$ cat src/include/sdl_pkg.sv
// shared types and constants of the single-pin debug link
// assumes a 10 MHz system clock on ref_clk and an external pull-up on the debug line
package sdl_pkg;

  localparam int          CLK_HZ        = 10_000_000;
  // slowest bit rate is clock / 512; an autobaud count never exceeds 8 * 512
  localparam int          MAX_BIT_DIV   = 512;
  localparam int          MIN_BIT_DIV   = 4;
  localparam logic [15:0] BAUD_CNT_MAX  = 16'h1000;
  localparam logic [7:0]  SYNC_CHAR     = 8'h80;
  localparam logic [7:0]  BRK_OPCODE    = 8'h00;
  localparam logic [15:0] RUN_CNT_MAX   = 16'hFFFF;
  localparam logic [15:0] RUN_CNT_RST   = 16'h0000;
  localparam int          DBG_MODE_BIT  = 7;
  localparam int          BRK_EN_BIT    = 5;
  localparam logic [7:0]  CTL_RST       = 8'h00;
  localparam int          BREAK_BITS    = 9;
  localparam int          REPLY_CHARS   = 4;
  localparam int          CHAR_BITS     = 10;
  localparam int          FIFO_DEPTH    = 16;
  localparam int          FIFO_WIDTH    = 8;

  // one received or transmitted character with its framing result
  typedef struct packed {
    logic [7:0] data;
    logic       frameErr;
  } sdl_char_t;

  // pin of an open-drain line: sampled level, pull-low request
  typedef struct packed {
    logic lineIn;
    logic pullLow;
  } sdl_pin_t;

endpackage

$ cat src/logic/sdl_fifo.sv
// synchronous valid/ready fifo with parameterised width and depth
// assumes one clock and an asynchronous active-low reset
`timescale 1ns/1ps
module sdl_fifo #(
  parameter int WIDTH = 8,
  parameter int DEPTH = 16
) (
  input  wire logic             ref_clk,
  input  wire logic             rstn,
  input  wire logic [WIDTH-1:0] inData,
  input  wire logic             inValid,
  output logic                  inReady,
  output logic      [WIDTH-1:0] outData,
  output logic                  outValid,
  input  wire logic             outReady,
  input  wire logic             flush
);
  localparam int AW = $clog2(DEPTH);

  logic [WIDTH-1:0] mem [DEPTH];
  logic [AW-1:0]    wrPtr_q;
  logic [AW-1:0]    rdPtr_q;
  logic [AW:0]      count_q;
  logic             push;
  logic             pop;

  // honest full and empty from the fill count
  assign inReady  = (count_q != (AW+1)'(DEPTH));
  assign outValid = (count_q != '0);
  assign outData  = mem[rdPtr_q];
  assign push     = inValid && inReady;
  assign pop      = outValid && outReady;

  // storage write
  always_ff @(posedge ref_clk) begin
    if (push) begin
      mem[wrPtr_q] <= inData;
    end
  end

  // pointers and fill count
  always_ff @(posedge ref_clk or negedge rstn) begin
    if (!rstn) begin
      wrPtr_q <= '0;
      rdPtr_q <= '0;
      count_q <= '0;
    end else if (flush) begin
      wrPtr_q <= '0;
      rdPtr_q <= '0;
      count_q <= '0;
    end else begin
      if (push) begin
        wrPtr_q <= wrPtr_q + 1'b1;
      end
      if (pop) begin
        rdPtr_q <= rdPtr_q + 1'b1;
      end
      if (push && !pop) begin
        count_q <= count_q + 1'b1;
      end else if (pop && !push) begin
        count_q <= count_q - 1'b1;
      end
    end
  end
endmodule

$ cat src/logic/sdl_link.sv
// single-pin open-drain debug link: autobaud, serial framing, errors, debug mode, runtime counter
// assumes an external pull-up on the debug line and a 10 MHz ref_clk
// What this block does, and what it expects of the host
// (RULE1) one open-drain line, half duplex: never transmit and receive together
// (RULE2) characters are start low, eight data bits lsb first, stop high
// (RULE3) idle after reset until 80H arrives; its low period sets the bit rate
// (RULE4) autobaud runs on the system clock, down to clock divided by 512
// (RULE5) host keeps bit rate at or below clock/8, never faster than clock/4
// (RULE6) nine or more low bit times is a break; it resets autobaud
// (RULE7) a low sampled stop bit is a framing error
// (RULE8) line low while sending a high bit is a collision error
// (RULE9) on any serial error abort, reply four-character break, reset autobaud; the code sends no reply break when a host break is the error
// (RULE10) host break resets autobaud only; control register and debug mode stay
// (RULE11) debugger held in reset while host break lasts, released when line high
// (RULE12) host sends a break at connect and on error recovery
// (RULE13) debug mode halts fetch except directed instructions; clock keeps running
// (RULE14) entering debug mode leaves halt; watchdog refreshed continuously in debug
// (RULE15) break opcode enters debug mode when breakpoints enabled, else no-operation
// (RULE16) line low in last reset cycle enters debug mode on leaving reset
// (RULE17) leave debug mode on flag written 0 or any system reset
// (RULE18) line driven low in stop mode starts a system reset
// (RULE19) 16-bit runtime counter counts outside debug mode, stops at FFFFH
// (RULE20) debug flag is control bit 7; read protection forbids clearing it
// (RULE21) each party only pulls low or releases; pull-up makes high
`timescale 1ns/1ps
module sdl_link (
  input  wire logic        ref_clk,
  input  wire logic        rstn,
  input  wire logic        debug_line_pin_i,
  output logic             debug_line_pin_o,
  output logic             debug_line_pin_oe_n,
  output logic [7:0]       rxData,
  output logic             rxValid,
  input  wire logic        rxReady,
  input  wire logic [7:0]  txData,
  input  wire logic        txValid,
  output logic             txReady,
  input  wire logic        ctlWrite,
  input  wire logic [7:0]  ctlWrData,
  output logic [7:0]       debugger_control_register,
  input  wire logic        readProtect,
  input  wire logic        breakInstrDecoded,
  input  wire logic [7:0]  decodedOpcode,
  input  wire logic        stopMode,
  input  wire logic        sysResetLast,
  output logic             debug_mode_flag,
  output logic             fetchHalt,
  output logic             haltExit,
  output logic             watchdogRefresh,
  input  wire logic        watchdogEnabled,
  output logic             stopWakeReset,
  output logic [15:0]      runtimeCount,
  output logic             baudLocked,
  output logic             serialError
);
  typedef enum logic [4:0] {
    SDL_IDLE  = 5'b00001,
    SDL_SYNC  = 5'b00010,
    SDL_READY = 5'b00100,
    SDL_RX    = 5'b01000,
    SDL_TX    = 5'b10000
  } sdl_state_t;

  sdl_state_t  state_q;
  logic [2:0]  sync_q;
  logic        lineLvl_q;
  logic [15:0] baudDiv_q;
  logic [15:0] cnt_q;
  logic [3:0]  bitIdx_q;
  logic [7:0]  shift_q;
  logic [15:0] lowCnt_q;
  logic [15:0] breakLen;
  logic        hostBreak_q;
  logic [15:0] replyCnt_q;
  logic        pull_q;
  logic [7:0]  ctl_q;
  logic [15:0] run_q;
  logic        rxPush;
  sdl_pkg::sdl_char_t rxChar_q;
  logic        fifoInReady;
  logic        errEvent;
  logic        lineFall;
  logic        midBit;
  logic        bitEnd;
  logic [7:0]  ctlNext;
  logic        txValidInt;
  logic        brkHit;
  logic        dbgExit;

  // three-stage synchroniser; a change counts once stages two and three agree
  always_ff @(posedge ref_clk or negedge rstn) begin
    if (!rstn) begin
      sync_q    <= 3'b111;
      lineLvl_q <= 1'b1;
    end else begin
      sync_q <= {sync_q[1:0], debug_line_pin_i};
      if (sync_q[1] == sync_q[2]) begin
        lineLvl_q <= sync_q[2];
      end
    end
  end

  assign lineFall = lineLvl_q && (sync_q[1] == sync_q[2]) && !sync_q[2];
  assign midBit   = (cnt_q == (baudDiv_q >> 1));
  assign bitEnd   = (cnt_q == baudDiv_q - 16'h0001);

  // host break: low for nine bit times once locked; held until line high
  always_ff @(posedge ref_clk or negedge rstn) begin
    if (!rstn) begin
      lowCnt_q    <= '0;
      hostBreak_q <= 1'b0;
    end else if (lineLvl_q) begin
      lowCnt_q    <= '0;
      hostBreak_q <= 1'b0; // RULE11
    end else begin
      // our own pulled bits never count toward a host break
      if (pull_q) begin
        lowCnt_q <= '0;
      end else if (lowCnt_q != 16'hFFFF) begin
        lowCnt_q <= lowCnt_q + 16'h0001;
      end
      if (baudLocked && !pull_q && lowCnt_q >= breakLen) begin
        hostBreak_q <= 1'b1; // RULE6
      end
    end
  end

  assign breakLen   = 16'(sdl_pkg::BREAK_BITS) * baudDiv_q;
  assign baudLocked = (baudDiv_q != '0);

  // serial errors: framing, collision, break; a break reports once, as the lock drops
  assign errEvent = (hostBreak_q && baudLocked) // RULE6
    || (state_q == SDL_RX && bitEnd && bitIdx_q == 4'd9 && !lineLvl_q) // RULE7
    || (state_q == SDL_TX && midBit && !pull_q && !lineLvl_q); // RULE8
  assign serialError = errEvent;

  // receive/transmit engine with autobaud; one direction at a time
  always_ff @(posedge ref_clk or negedge rstn) begin
    if (!rstn) begin
      state_q    <= SDL_IDLE;
      baudDiv_q  <= '0;
      cnt_q      <= '0;
      bitIdx_q   <= '0;
      shift_q    <= '0;
      pull_q     <= 1'b0;
      replyCnt_q <= '0;
      rxPush     <= 1'b0;
      rxChar_q   <= '0;
    end else begin
      rxPush <= 1'b0;
      if (errEvent || hostBreak_q) begin
        // abort, reset autobaud, and arm a reply break unless a host break caused the abort
        state_q   <= SDL_IDLE; // RULE9 RULE10
        baudDiv_q <= '0;
        cnt_q     <= '0;
        if (!hostBreak_q && replyCnt_q == '0) begin
          replyCnt_q <= 16'(sdl_pkg::REPLY_CHARS * sdl_pkg::CHAR_BITS) * baudDiv_q; // RULE9
          pull_q     <= 1'b1;
        end
      end else if (replyCnt_q != '0) begin
        replyCnt_q <= replyCnt_q - 16'h0001;
        pull_q     <= (replyCnt_q != 16'h0001);
      end else begin
        unique case (state_q)
          SDL_IDLE: begin
            pull_q <= 1'b0;
            if (lineFall) begin
              state_q <= SDL_SYNC; // RULE3
              cnt_q   <= 16'h0001;
            end
          end
          SDL_SYNC: begin
            if (!lineLvl_q) begin
              if (cnt_q != sdl_pkg::BAUD_CNT_MAX) begin
                cnt_q <= cnt_q + 16'h0001; // RULE4
              end
            end else begin
              // eight low bit times measured; divide by eight
              baudDiv_q <= cnt_q >> 3; // RULE3
              cnt_q     <= '0;
              state_q   <= SDL_READY;
            end
          end
          SDL_READY: begin
            if (lineFall) begin
              state_q  <= SDL_RX; // RULE1
              cnt_q    <= 16'h0001;
              bitIdx_q <= '0;
            end else if (txValidInt) begin
              state_q  <= SDL_TX; // RULE1
              shift_q  <= txData;
              cnt_q    <= '0;
              bitIdx_q <= '0;
              pull_q   <= 1'b1; // RULE21
            end
          end
          SDL_RX: begin
            cnt_q <= bitEnd ? 16'h0000 : cnt_q + 16'h0001;
            if (midBit && bitIdx_q >= 4'd1 && bitIdx_q <= 4'd8) begin
              shift_q <= {lineLvl_q, shift_q[7:1]}; // RULE2
            end
            if (bitEnd) begin
              bitIdx_q <= bitIdx_q + 4'd1;
              if (bitIdx_q == 4'd9) begin
                rxChar_q <= '{data: shift_q, frameErr: 1'b0};
                rxPush   <= 1'b1;
                state_q  <= SDL_READY;
              end
            end
          end
          SDL_TX: begin
            cnt_q <= bitEnd ? 16'h0000 : cnt_q + 16'h0001;
            if (bitEnd) begin
              bitIdx_q <= bitIdx_q + 4'd1;
              if (bitIdx_q == 4'd9) begin
                pull_q  <= 1'b0;
                state_q <= SDL_READY;
              end else if (bitIdx_q == 4'd8) begin
                pull_q <= 1'b0; // RULE2
              end else begin
                pull_q  <= !shift_q[0]; // RULE2 RULE21
                shift_q <= {1'b0, shift_q[7:1]};
              end
            end
          end
          default: state_q <= SDL_IDLE;
        endcase
      end
    end
  end

  // transmit request; refused while receiving, replying or unlocked
  assign txValidInt = txValid;
  assign txReady    = (state_q == SDL_READY) && !lineFall && replyCnt_q == '0
                      && !errEvent;

  // open drain: only pull low or release
  assign debug_line_pin_o    = 1'b0; // RULE21
  assign debug_line_pin_oe_n = !pull_q;

  // received characters buffered toward the debug controller
  sdl_fifo #(
    .WIDTH(sdl_pkg::FIFO_WIDTH),
    .DEPTH(sdl_pkg::FIFO_DEPTH)
  ) u_rx_fifo (
    .ref_clk (ref_clk),
    .rstn    (rstn),
    .inData  (rxChar_q.data),
    .inValid (rxPush),
    .inReady (fifoInReady),
    .outData (rxData),
    .outValid(rxValid),
    .outReady(rxReady),
    .flush   (hostBreak_q)
  );

  // control register write with read-protect guard on the debug flag
  always_comb begin
    ctlNext = ctlWrData;
    if (readProtect && ctl_q[sdl_pkg::DBG_MODE_BIT]) begin
      ctlNext[sdl_pkg::DBG_MODE_BIT] = 1'b1; // RULE20
    end
  end

  // breakpoint hit, and the cycles that take the device out of debug mode
  assign brkHit  = breakInstrDecoded && decodedOpcode == sdl_pkg::BRK_OPCODE
                   && ctl_q[sdl_pkg::BRK_EN_BIT]; // RULE15
  assign dbgExit = sysResetLast ? lineLvl_q
                   : (ctlWrite && !brkHit && !ctlNext[sdl_pkg::DBG_MODE_BIT]); // RULE17

  // control register and debug mode; a host break leaves it untouched
  always_ff @(posedge ref_clk or negedge rstn) begin
    if (!rstn) begin
      ctl_q <= sdl_pkg::CTL_RST; // RULE17
    end else if (sysResetLast) begin
      ctl_q[sdl_pkg::DBG_MODE_BIT] <= !lineLvl_q; // RULE16
    end else if (brkHit) begin
      ctl_q[sdl_pkg::DBG_MODE_BIT] <= 1'b1; // RULE15
    end else if (ctlWrite) begin
      ctl_q <= ctlNext; // RULE17 RULE20
    end
  end

  assign debugger_control_register = ctl_q;
  assign debug_mode_flag  = ctl_q[sdl_pkg::DBG_MODE_BIT];
  assign fetchHalt        = debug_mode_flag; // RULE13
  assign haltExit         = debug_mode_flag; // RULE14
  assign watchdogRefresh  = debug_mode_flag && watchdogEnabled; // RULE14
  assign stopWakeReset    = stopMode && !lineLvl_q; // RULE18

  // saturating runtime counter, cleared on debug-mode exit
  always_ff @(posedge ref_clk or negedge rstn) begin
    if (!rstn) begin
      run_q <= sdl_pkg::RUN_CNT_RST;
    end else if (debug_mode_flag) begin
      if (dbgExit) begin
        run_q <= sdl_pkg::RUN_CNT_RST; // RULE19
      end
    end else if (run_q != sdl_pkg::RUN_CNT_MAX) begin
      run_q <= run_q + 16'h0001; // RULE19
    end
  end

  assign runtimeCount = run_q;
endmodule

$ cat config.mk
export PLATFORM = sky130hd
export DESIGN_NAME = sdl_link
export DESIGN_NICKNAME = d
export VERILOG_FILES = /design/src/include/sdl_pkg.sv /design/src/logic/sdl_fifo.sv /design/src/logic/sdl_link.sv
export SDC_FILE = /design/constraint.sdc
export NUM_CORES = 1
export LEC_CHECK = 0
export BUFFER_PORTS_ARGS = -buffer_cell sky130_fd_sc_hd__buf_2
export CAP_MARGIN = 20
export CORE_MARGIN = 2
export CORE_UTILIZATION = 25
export DETAILED_ROUTE_END_ITERATION = 8
export SETUP_SLACK_MARGIN = 0.1
export SKIP_LAST_GASP = 1
export SYNTH_ARGS = -nofsm -noshare
export SYNTH_HDL_FRONTEND = slang
export SYNTH_HIERARCHICAL = 1
export SYNTH_SLANG_ARGS = --single-unit
$ cat constraint.sdc
create_clock -name ref_clk -period 5 [get_ports ref_clk]
set_clock_uncertainty 0.1 [all_clocks]
set_input_delay 0.75 -clock ref_clk [delete_from_list [all_inputs] [get_ports ref_clk]]
set_output_delay 0.75 -clock ref_clk [all_outputs]
set_load 0.02 [all_outputs]
### Word level (Yosys, flattened, before mapping)

Memory sizes are Yosys's and may differ from the RTL's.
Index checks and enable logic that the tools add are counted.

| storage, ports and cells | value |
|---|---|
| flip-flop bits (word level) | 133 |
| memory bits (writable) | 128 |
| output and inout bits | 43 |
| logic and storage cells | 218 |
| memories kept | 1 |

Memory list:

| name | words | bits a word | rd ports | clocked after Yosys merged registers in | wr ports | RTL line | text |
|---|---|---|---|---|---|---|---|
| u_rx_fifo.mem | 16 | 8 | 1 | 0 | 1 | sdl_fifo.sv:20 | `logic [WIDTH-1:0] mem [DEPTH];` |

| cells by class | value |
|---|---|
| add/subtract/negate cells | 10 |
| multipliers | 2 |
| $lt $le $gt $ge | 3 |
| equality and inequality tests | 35 |
| muxes and demuxes | 72 |
| bitwise operators | 4 |
| reduce and logical (&&, ||, !) cells | 72 |

Operators with widths:

| cell | number |
|---|---|
| $mux 16 | 21 |
| $pmux 16 s4 | 1 |
| $mux 8 | 7 |
| $mux 5 | 11 |
| $add 16x1->16 const B | 3 |
| $ne 16x16->1 const B | 2 |
| $reduce_bool 16->1 | 2 |
| $sub 16x1->16 const B | 2 |
| $logic_and 1x1->1 | 28 |
| $mux 4 | 7 |
| $pmux 8 s3 | 1 |
| $mux 1 | 21 |
| $pmux 5 s4 | 1 |
| $reduce_and 5->1 | 4 |
| $eq 16x15->1 | 1 |
| $eq 16x16->1 | 1 |
| $ge 16x16->1 | 1 |
| $logic_not 16->1 | 1 |
| $mul 3x16->13 const A | 1 |
| $mul 4x16->16 const A | 1 |
| $ne 16x1->1 const B | 1 |
| $ne 16x13->1 const B | 1 |
| $ne 4x4->1 const B | 4 |
| $reduce_bool 2->1 | 8 |
| 31 further kinds | 67 |

### Depth between registers and ports, before layout

| logic depth | value |
|---|---|
| depth after elaboration | 10 |
| mapped depth | 17 |
| gate-level depth less buffers | 17 |

### Hierarchy

Netlist, hierarchy kept.

Modules (own cells, without submodules):

| module | times used | cells an instance | area an instance (um^2) | sequential area each (um^2) |
|---|---|---|---|---|
| sdl_link | 1 | 965 | 8550.7 | 2934.1 |
| sdl_fifo | 1 | 293 | 5921.9 | 4169.0 |

### Least setup slack after synthesis

Ideal clock, no wire load.

| timing path | value |
|---|---|
| path kind | reg2out |
| start | reg baudDiv_q[1] |
| end | out txReady |
| arrival | 2.970 ns |
| required time | 4.150 ns |
| path slack | 1.180 ns |
| stages on the path, launching flop included | 12 |
| path buffers | 2 |
| path through | dfrtp_1 -> buf_2 -> inv_1 -> ha_1 -> or3b_2 -> or3_1 -> a2111oi_0 -> and3_1 -> clkbuf_1 -> and4_1 -> nor2_1 -> and3_1 |

| between the ends | value |
|---|---|
| longest elaborated chain between the ends | 9 |

RTL lines:

| element | RTL line | text |
|---|---|---|
| from (decl) | sdl_link.sv:67 | `logic [15:0] baudDiv_q;` |
| from (signal assigned) | sdl_link.sv:179 | `baudDiv_q <= cnt_q >> 3;` |
| $sub 16x1->16 | sdl_link.sv:105 | `assign bitEnd = (cnt_q == baudDiv_q - 16'h0001);` |
| $eq 16x16->1 | sdl_link.sv:105 |  |
| $logic_and 1x1->1 (3 in series) | sdl_link.sv:133 | `\|\| (state_q == SDL_RX && bitEnd && bitIdx_q == 4'd9 && !lineLvl_q)` |
| $logic_or 1x1->1 | sdl_link.sv:133 |  |
| $logic_or 1x1->1 * | sdl_link.sv:134 | `\|\| (state_q == SDL_TX && midBit && !pull_q && !lineLvl_q);` |
| $logic_not 1->1 * | sdl_link.sv:235 | `&& !errEvent;` |
| $logic_and 1x1->1 * | sdl_link.sv:235 |  |
| to (decl) | sdl_link.sv:37 | `output logic txReady,` |

Mark *: on every way between the ends. The rest lies on a longest branch, timed or not.

### Final worst setup path

| timing path | value |
|---|---|
| start | reg baudDiv_q[3] |
| end | out serialError |

| between the ends | value |
|---|---|
| longest elaborated chain between the ends | 7 |

RTL lines:

| element | RTL line | text |
|---|---|---|
| $sub 16x1->16 | sdl_link.sv:105 |  |
| $eq 16x16->1 | sdl_link.sv:105 |  |
| $logic_and 1x1->1 (3 in series) | sdl_link.sv:133 |  |
| $logic_or 1x1->1 | sdl_link.sv:133 |  |
| $logic_or 1x1->1 * | sdl_link.sv:134 |  |
| to (decl) | sdl_link.sv:54 | `output logic serialError` |

Marks and branches as above.

==> flow_summary.ini <==
[clocking]
clock_sinks = 258
root_buffer = clkbuf_16
cts_tree = built
htreeDepth = 1
cts_inserted_buffers = 27
path_clk_slew_ns = 0.07
ctsLongestPathBuffers = 3
clk_latency_ns = 0.57

[setup_path]
worstReg2RegStart = baudDiv_q[4]
crit_fanout = 13
endpoint_kind = primary output
cp.arrival_ns = 3.89
critPathKind = register to primary output
startpoint_type = register
rrSetupSlack_ns = 0.84
crit_start = baudDiv_q[3]
worst_ep_required_time_ns = 4.15

[synth]
syn_area_per_cell_sq_um = 11.5
syn-num-nets = 1371
synth_warnings = 6
postSynthCellCount = 1257
syn_area_sq_mm = 0.0145

[pwr]
peakVddDrop_mv = 0.254
p_total_w = 0.00602
power_density_mw_per_mm2 = 365
leakagePower_nw = 6.25

[sta]
fin_ws_ns = 0.258
fin_hold_ws_ns = 0.149
fmax_mhz = 211
worstMarginPinSlew_ns = 1.03
slew_violations = 0
tns_ns = 0
setup_viol_count_final = 0
fin_crit_ns = 4.74
finalCritPeriodShare = 0.948
final_hold_viol_count = 0
rsz0062_at_grt = false
slew_headroom = 0.305

[cells_and_area]
drive_gt1_frac = 0.152
area_growth_pct = 14.1
antenna_cells = 0
final_common_cell = edfxtp_1
layout_common_cells = edfxtp_1, nand2_1, dfrtp_1, nor2_1, ha_1
final_area_sq_mm = 0.0165
nets = 1418

[status]
status = finished, final reports clean

[global_route]
grt_pass1_vias = 9927
grt_max_degree = 95
grt_pass1_wl_mm = 55.0
antenna_found_initial = 1
grt_usage = 0.114
grt_overflow_total = 0

[route]
wl_mm = 34.7
viasPerCell = 4.91
drc_errors = 0
drt_iter0_markers = 690
dr.pass1.iters = 5
wire_per_inst_um = 16.6
ant_nets = 0
vias = 10300

[floorplan]
dieArea_sq_mm = 0.0598
die_height_um = 245
ios = 78
die_w_um = 245
rows = 88
fp.coreArea_sq_mm = 0.0575
initial_utilization = 0.252

[placed_design]
io_buffers = 76
gp_congestion = 0.861
place_area_sq_mm = 0.0156
place_ws_ns = 0.777
dp_hpwl_mm = 24.2

[worst_hold_path]
hold_class = input pin to async pin

[job]
maxCapViolations = 0
worst paths after layout:
path	end	cells after the start
max	serialError	8
min	lowCnt_q[11]	1
max reg2reg	hostBreak_q	17
min reg2reg	sync_q[1]	0
max in group asynchronous	u_rx_fifo/rdPtr_q[1]	2
min in group ref_clk	sync_q[0]	1
flip-flops by register name, indices dropped and copies added (netlist names), 13 cells and up:
register       flops
baudDiv_q         13
cnt_q             16
lowCnt_q          16
replyCnt_q        16
runtimeCount      16
u_rx_fifo/mem    128
power breakdown:
part	internal (W)	switching, W
logic	0.000586	0.000602
clock network	0.00119	0.000874
registers	0.00240	0.000373
routing by layer:
layer | wire [um] | track usage | vias up
met2 | 16800 | 0.187 | 265
met4 | 1020 | 0.0353 | 0
met5 | 0 | 0 | -
li1 | - | - | 4820
met3 | 1480 | 0.0164 | 74
met1 | 15500 | 0.155 | 5098
critical path, cell delays in order, from the launching register on:
cell and delay (ns):
dfrtp_1 0.56, or4_4 0.60, or4_1 0.44, mux2_4 0.33, nor4_4 0.42, and4_1 0.37
nor2_1 0.15, clkinv_1 0.21, buf_2 0.23
final cells by class:
| type | count | area [sq um] |
|---|---|---|
| Clock inverter | 16 | 180 |
| Fill cell | 5902 | 41000 |
| Inverter | 39 | 146 |
| Timing Repair Buffer | 87 | 489 |
| Tap cell | 765 | 957 |
| Sequential cell | 258 | 7110 |
| Multi-Input combinational cell | 891 | 6900 |
| Clock buffer | 34 | 722 |
per-stage QoR:
stage	std cells	utilization
after global placement	2039	0.271
final	2090	0.287
after CTS	2089	0.287
after floorplan	1257	-
after global routing	2090	0.287
after detailed placement	2039	0.271
repair_timing:
action                                  CTS  global route
endpoints found under the setup margin    0             2
hold buffers                              0             0
buffers inserted                          0             0
resized for setup                         0             5
No activity file was read; power rests on OpenSTA's default activity.
